<file path="config.mk">
export PLATFORM = sky130hd
export DESIGN_NAME = ewp_top
export DESIGN_NICKNAME = d
export VERILOG_FILES = /design/src/design/ewp_pkg.sv /design/src/design/ewp_top.sv
export SDC_FILE = /design/constraint.sdc
export NUM_CORES = 1
export LEC_CHECK = 0
export BUFFER_PORTS_ARGS = -buffer_cell sky130_fd_sc_hd__buf_2
export CAP_MARGIN = 10
export CORE_MARGIN = 2
export CORE_UTILIZATION = 24
export DETAILED_ROUTE_END_ITERATION = 6
export GPL_TIMING_DRIVEN = 0
export HOLD_SLACK_MARGIN = 0.08
export MAX_ROUTING_LAYER = met4
export PLACE_DENSITY_LB_ADDON = 0.25
export SYNTH_ARGS = -nofsm -noshare
export SYNTH_HDL_FRONTEND = slang
export SYNTH_SLANG_ARGS = --single-unit
export TNS_END_PERCENT = 5
</file>
<file path="constraint.sdc">
create_clock -name SYS_CLK_I -period 2.02 [get_ports SYS_CLK_I]
set_input_delay 0.404 -clock SYS_CLK_I [delete_from_list [all_inputs] [get_ports SYS_CLK_I]]
set_output_delay 0.404 -clock SYS_CLK_I [all_outputs]
set_load 0.02 [all_outputs]
</file>
<file path="src/design/ewp_pkg.sv">
// Constants for the write-protection and status logic of the serial memory
// Notes on behaviour
// - Internal array or status write starts only while the latch is set.
// - Set-enable command sets the latch; clear-enable command clears it.
// - Latch clears at reset and after clear-enable, status-write or array-write.
// - Latch is held clear while the write-protect input is low.
// - Status-read returns the status byte at any time, even while busy.
// - Status byte: bit3 upper protect, bit2 lower protect, bit1 latch, bit0 busy.
// - Busy flag reads 1 during an internal write, 0 otherwise.
// - Latch flag mirrors the latch; 1 permits writes, 0 forbids them.
// - Set and clear-enable update the latch regardless of status protection.
// - Protect bits change only by status-write and survive reset.
// - Protect map: 00 none, 01 180-1FF, 10 100-1FF, 11 000-1FF.
// - Internal write starts only when select rises on a byte boundary.
// - Array access during an internal write is ignored; programming continues.
// - After reset: standby, latch clear, output released until a status-read opcode has been shifted in.
// - Writes blocked when protect pin low or latch 0; protected blocks stay locked.
// - Set-enable opcode is 0x06, MSB first.
// - Clear-enable opcode is 0x04, MSB first.
// - Status-read opcode 0x05, status-write opcode 0x01.
// - Latch is set only at the select rising edge after eight opcode bits.
`default_nettype none
package ewp_pkg;
    //------------------------------------------------------------------
    // Opcodes
    //------------------------------------------------------------------
    localparam logic [7:0] OP_SET_LATCH  = 8'h06;
    localparam logic [7:0] OP_CLR_LATCH  = 8'h04;
    localparam logic [7:0] OP_STAT_READ  = 8'h05;
    localparam logic [7:0] OP_STAT_WRITE = 8'h01;
    localparam logic [7:0] OP_READ_MASK  = 8'hF7;
    localparam logic [7:0] OP_READ       = 8'h03;
    localparam logic [7:0] OP_WRITE      = 8'h02;
    //------------------------------------------------------------------
    // Status byte layout
    //------------------------------------------------------------------
    localparam int BIT_BUSY  = 0;
    localparam int BIT_LATCH = 1;
    localparam int BIT_BP_LO = 2;
    localparam int BIT_BP_HI = 3;
    localparam logic [1:0] BP_RESET = 2'h0;
    //------------------------------------------------------------------
    // Protection map
    //------------------------------------------------------------------
    localparam logic [8:0] QUARTER_BASE = 9'h180;
    localparam logic [8:0] HALF_BASE    = 9'h100;
    //------------------------------------------------------------------
    // Timing
    //------------------------------------------------------------------
    localparam int CLK_HZ        = 25000000;
    localparam int WRITE_TIME_US = 5000;
    localparam int WRITE_CYCLES  = (CLK_HZ / 1000000) * WRITE_TIME_US;
    localparam int BIT_CNT_W     = 6;
endpackage : ewp_pkg
`default_nettype wire

</file>
<file path="src/design/ewp_top.sv">
// Write-protection and status logic behind the serial pins
`timescale 1ns/1ps
`default_nettype none
module ewp_top #(
    parameter int WRITE_CYCLES = ewp_pkg::WRITE_CYCLES
) (
    input  wire logic SYS_CLK_I,
    input  wire logic RST_I,
    input  wire logic CS_N_I,
    input  wire logic SCK_I,
    input  wire logic SI_I,
    input  wire logic WP_N_I,
    output logic      SO_O,
    output logic      SO_OE_N_O,
    output logic      BUSY_O,
    output logic      ARRAY_WR_O,
    output logic [8:0] ARRAY_ADDR_O
);
    //------------------------------------------------------------------
    // Synchronisers
    //------------------------------------------------------------------
    logic [1:0] cs_s, sck_s, si_s, wp_s;
    logic       sck_d, cs_d;
    always_ff @(posedge SYS_CLK_I) begin
        cs_s  <= {cs_s[0], CS_N_I};
        sck_s <= {sck_s[0], SCK_I};
        si_s  <= {si_s[0], SI_I};
        wp_s  <= {wp_s[0], WP_N_I};
        sck_d <= sck_s[1];
        cs_d  <= cs_s[1];
    end
    wire sel      = !cs_s[1];
    wire sck_rise = sel && sck_s[1] && !sck_d;
    wire sck_fall = sel && !sck_s[1] && sck_d;
    wire cs_rise  = cs_s[1] && !cs_d;
    wire wp_ok    = wp_s[1];

    //------------------------------------------------------------------
    // Serial shift-in
    //------------------------------------------------------------------
    localparam int BIT_W = ewp_pkg::BIT_CNT_W;
    logic [BIT_W-1:0] bit_cnt;
    logic [7:0]  shreg;
    logic [7:0]  opcode;
    logic [8:0]  addr;
    logic [7:0]  wdata;
    always_ff @(posedge SYS_CLK_I) begin
        if (RST_I || !sel) begin
            bit_cnt <= '0;
            shreg   <= 8'h00;
        end else if (sck_rise) begin
            shreg <= {shreg[6:0], si_s[1]};
            if (bit_cnt != {BIT_W{1'b1}})
                bit_cnt <= bit_cnt + 6'h01;
            if (bit_cnt == 6'h07)
                opcode <= {shreg[6:0], si_s[1]};
            if (bit_cnt == 6'h0F)
                addr <= {opcode[3], shreg[6:0], si_s[1]};
            if (bit_cnt[2:0] == 3'h7)
                wdata <= {shreg[6:0], si_s[1]};
        end
    end

    //------------------------------------------------------------------
    // Protection map and command decode
    //------------------------------------------------------------------
    logic       latch;
    logic [1:0] bp;
    logic       busy;
    function automatic logic is_protected(input logic [1:0] b,
                                          input logic [8:0] a);
        case (b)
            2'h0:    is_protected = 1'b0;
            2'h1:    is_protected = a >= ewp_pkg::QUARTER_BASE;
            2'h2:    is_protected = a >= ewp_pkg::HALF_BASE;
            default: is_protected = 1'b1;
        endcase
    endfunction
    // select must rise on a byte boundary
    wire byte_edge = cs_rise && bit_cnt[2:0] == 3'h0;
    wire op_full   = byte_edge && bit_cnt == 6'h08;
    // nothing but status read while busy
    wire do_set  = op_full && opcode == ewp_pkg::OP_SET_LATCH && !busy;
    wire do_clr  = op_full && opcode == ewp_pkg::OP_CLR_LATCH && !busy;
    // writes need latch set and protect pin high
    wire allow   = latch && wp_ok && !busy;
    wire do_swr  = byte_edge && bit_cnt == 6'h10 && allow &&
                   opcode == ewp_pkg::OP_STAT_WRITE;
    wire do_awr  = byte_edge && bit_cnt >= 6'h18 && allow &&
                   (opcode & ewp_pkg::OP_READ_MASK) == ewp_pkg::OP_WRITE &&
                   !is_protected(bp, addr);

    //------------------------------------------------------------------
    // Write enable latch
    //------------------------------------------------------------------
    always_ff @(posedge SYS_CLK_I) begin
        // clear on reset or protect pin low
        if (RST_I || !wp_ok)
            latch <= 1'b0;
        // set at select rise after full opcode
        else if (do_set)
            latch <= 1'b1;
        else if (do_clr || do_swr || do_awr)
            latch <= 1'b0;
    end

    //------------------------------------------------------------------
    // Protect bits, held across reset
    //------------------------------------------------------------------
    // Power-up value; the protect bits never see the reset input
    logic bp_init = 1'b0;
    always_ff @(posedge SYS_CLK_I) begin
        if (!bp_init) begin
            bp      <= ewp_pkg::BP_RESET;
            bp_init <= 1'b1;
        end else if (do_swr) begin
            bp <= {wdata[ewp_pkg::BIT_BP_HI], wdata[ewp_pkg::BIT_BP_LO]};
        end
    end

    //------------------------------------------------------------------
    // Internal write timer
    //------------------------------------------------------------------
    logic [22:0] wcnt;
    always_ff @(posedge SYS_CLK_I) begin
        // busy from select rise until timer ends
        if (RST_I) begin
            busy <= 1'b0;
            wcnt <= '0;
        end else if (do_swr || do_awr) begin
            busy <= 1'b1;
            wcnt <= 23'(WRITE_CYCLES - 1);
        end else if (busy) begin
            if (wcnt == '0)
                busy <= 1'b0;
            else
                wcnt <= wcnt - 23'h1;
        end
    end

    //------------------------------------------------------------------
    // Status output and pins
    //------------------------------------------------------------------
    // status byte layout
    wire [7:0] status = {4'h0, bp, latch, busy};
    logic [7:0] oshift;
    logic       reading;
    always_ff @(posedge SYS_CLK_I) begin
        if (RST_I || !sel) begin
            reading   <= 1'b0;
            SO_OE_N_O <= 1'b1;
            SO_O      <= 1'b0;
            oshift    <= 8'h00;
        end else if (sck_fall && bit_cnt[2:0] == 3'h0 && bit_cnt != 6'h00 &&
                     (reading || opcode == ewp_pkg::OP_STAT_READ)) begin
            // status read allowed even while busy
            reading   <= 1'b1;
            SO_OE_N_O <= 1'b0;
            SO_O      <= status[7];
            oshift    <= {status[6:0], 1'b0};
        end else if (sck_fall && reading) begin
            SO_O   <= oshift[7];
            oshift <= {oshift[6:0], 1'b0};
        end
    end
    always_ff @(posedge SYS_CLK_I) begin
        if (RST_I) begin
            BUSY_O       <= 1'b0;
            ARRAY_WR_O   <= 1'b0;
            ARRAY_ADDR_O <= 9'h000;
        end else begin
            BUSY_O       <= busy;
            ARRAY_WR_O   <= do_awr;
            ARRAY_ADDR_O <= addr;
        end
    end
endmodule : ewp_top
`default_nettype wire

</file>
==> results.ini <==
[status]
status = finished with violations
failed_checks = setup timing

[min_path]
hp-class = in2reg

[route]
avgRoutedWirePerCell_um = 13.1
ant_nets = 0
drc_errors = 0
drt-initial-drc-count = 75
vias = 2454
wl_mm = 7.21
dr.pass1.iters = 4
vias_per_cell = 4.45

[synthesis]
syn_nets = 333
ys.warnings.count = 0
syn_area_sq_mm = 0.00351
synth-main-ff-cell = dfxtp_1
synth-seq-cells = 90
synth_seq_area_share_pct = 57.3
synth_edf_count = 21
synth.avg_cell_area_sq_um = 10.9
yosysUniqueCellTypes = 53
synthArstFlopShare_pct = 0
syn_inst = 322

[setup_path]
cpMostUsedCell = or4_4
arrival_ps = 2380
endpoint_kind = register
critPathTopFamily = simple AND/OR/NAND/NOR gates
r2r_slack_ps = -60
cp_slowest_cell = or4_4
cp.required_ps = 2310
critPathMaxStageDelay_ps = 560
path_max_fanout = 6
startpoint_type = register
crit_buf_inv = 1
crit_path_cell_trace = or4_4, buf_4, nor4_4, nand3_2, or4_4, a21oi_2
critPathKind = reg2reg

[placement]
gp_congestion = 0.721
placed_area_sq_mm = 0.00385
numPortBuffers = 18
dp_slack_ps = -593
hpwl_mm = 4.84

[timing]
setup_viol = 4
worst_slew_pin_slew_ps = 596
finalCriticalPeriod_ps = 2080
slew_viol_final = 0
period_share_pct = 103
max_slew_margin_pct = 60.0
grt_setup_unrepaired = true
fmax_mhz = 480
finalClockSkew_ps = 5.76
hold_violations = 0
timing.final.ws_setup_ps = -62.1

[power_and_ir_drop]
swShare_pct = 22.6
combPwrFrac_pct = 1.8
power.switching_mw = 0.837
cellLeakagePower_nw = 1.61
cellPowerDensity_mw_per_mm2 = 831
p_seq_share_pct = 50.0
ir_drop_mv = 0.518
p_clk_share_pct = 48.2
p_int_mw = 2.87

[die]
start_util_pct = 24.4
design.core.area_sq_mm = 0.0144
io_pins = 19
die_area_sq_mm = 0.0156
die_w_um = 125
rows = 44
die_h_um = 125

[global_routing]
overflow = 0
grt_first_pass_wirelength_mm = 11.7
grtUsageTotal_pct = 9.86
antenna_found_initial = 0
grt_max_degree = 19
grt_pass1_vias = 2402

[finish]
fill_cells = 1524
final_nets = 374
drive_above_1_share_pct = 26.1
diodes = 0
final_cell_mix = dfxtp_1 (63), nor2_1 (38), edfxtp_1 (21)
stdcell_area_sq_mm = 0.00446
mostFrequentLayoutCell = dfxtp_1
syn_to_final_growth_pct = 26.9

[clock_network]
clkSinkCount = 90
clk_path_buf_depth = 2
clk_pin_slew_ps = 70
cts-root-buf = clkbuf_16
clkLatencyLatePin_ps = 360
htree_levels = 3
cts_tree = built
cts_hold_buf = 0
numCtsBuffers = 9

[job]
cap_violations = 0

per-layer routing:
layer | up-vias | GRT usage, % | share of wire (%)
li1 | 1245 | - | -
met5 | - | - | 0
met4 | 0 | 4.38 | 2.1
met1 | 1166 | 10.9 | 45
met3 | 13 | 3.59 | 3.5
met2 | 30 | 16.0 | 50
worst reg2reg max path: cells and delay by family (launching register included):
family | cells | cell delay, ps
buffers and inverters | 1 | 160
AO/OA/AOI/OAI | 1 | 110
AND/OR/NAND/NOR | 4 | 1410
flip-flops | 1 | 340
registers in the layout, summed over array words and instances (netlist names), 2 cells and up:
name and count:
wcnt 23, cs_s 2, oshift 7, bit_cnt 6, wp_s 2, si_s 2, wdata 2, addr 9
shreg 7, opcode 8, bp 2, sck_s 2, ARRAY_ADDR_O 9
cells in the mapped netlist (all sizes together), types with 3 or more instances:
cell,number,area [sq um]
dfxtp,69,1380
nor2,40,150
edfxtp,21,631
mux2i,17,170
nor2b,16,100
a21oi,14,70.1
o21ai,13,83.8
nand3,10,55.1
xor2,10,87.6
inv,9,33.8
nand2,9,33.8
nor3,9,50.1
nand4,8,50.1
or3,8,50.1
clkbuf,7,26.3
buf,5,28.8
ha,5,62.6
o211ai,5,37.5
mux2,4,45.0
nor4,4,46.3
o31ai,4,30.0
or4,4,33.8
a21o,3,22.5
nor4b,3,32.5
or2,3,18.8
or3b,3,26.3
xnor2,3,26.3
power by group through the flow:
stage | sequential [mW] | combinational (mW) | clock [mW]
4_1_cts | 1.86 | 0.0668 | 1.84
6_report | 1.85 | 0.0666 | 1.78
3_5_place_dp | 1.90 | 0.0631 | 0
3_3_place_gp | 1.90 | 0.0625 | 0
2_1_floorplan | 1.90 | 0.0332 | 0
5_1_grt | 1.85 | 0.0738 | 1.91
path summary, 6_finish.rpt:
path | startpoint | to | depth (start not counted)
hold reg to reg | cs_s[0]$_DFF_P_ | cs_s[1]$_DFF_P_ | 0
hold / removal | WP_N_I | wp_s[0]$_DFF_P_ | 1
setup reg to reg | wcnt[8]$_SDFFE_PP0P_ | wcnt[18]$_SDFFE_PP0P_ | 6
setup / recovery | wcnt[8]$_SDFFE_PP0P_ | wcnt[18]$_SDFFE_PP0P_ | 6
per-stage QoR:
stage | setup TNS, ps | hold slack (ps) | instances | total power [mW] | utilization [%]
after floorplan | -125 | 310 | 322 | 1.93 | -
final | -117 | 148 | 552 | 3.70 | 30.9
after CTS | -1010 | 136 | 544 | 3.76 | 29.8
after global placement | -17320 | 313 | 524 | 1.96 | 26.7
after detailed placement | -18960 | 312 | 524 | 1.96 | 26.7
after global routing | -871 | 134 | 552 | 3.84 | 30.9
logic make-up (layout without fill, tap and decap cells):
family	count (synthesis)	after routing	synth area share (%)
AO/OA/AOI/OAI	47	47	8.76
buffers and inverters	21	66	2.53
adder cells (fa/ha/maj)	5	5	1.78
XOR/XNOR	13	13	3.24
AND/OR/NAND/NOR	125	126	20.3
multiplexers	21	21	6.13
flip-flops	90	90	57.3
what timing repair did:
item | 4_1_cts | 5_1_grt
pin swaps | 10 | 17
buffers inserted | 5 | 8
resized for setup | 29 | 21
gates cloned | 0 | 1
endpoints found under the setup margin | 48 | 50
area by class of cell:
type                       count  area (sq um)  area share, %
buffer                        10          47.5           1.07
clock buffer                   9           225           5.05
clock inverter                 7          90.1           2.02
inverter                       9          38.8          0.870
multi-input combinational    212          1590           35.6
sequential                    90          2030           45.5
tap                          184           230           5.16
timing repair buffer          31           213           4.77
Power figures use the tool's default switching activity.
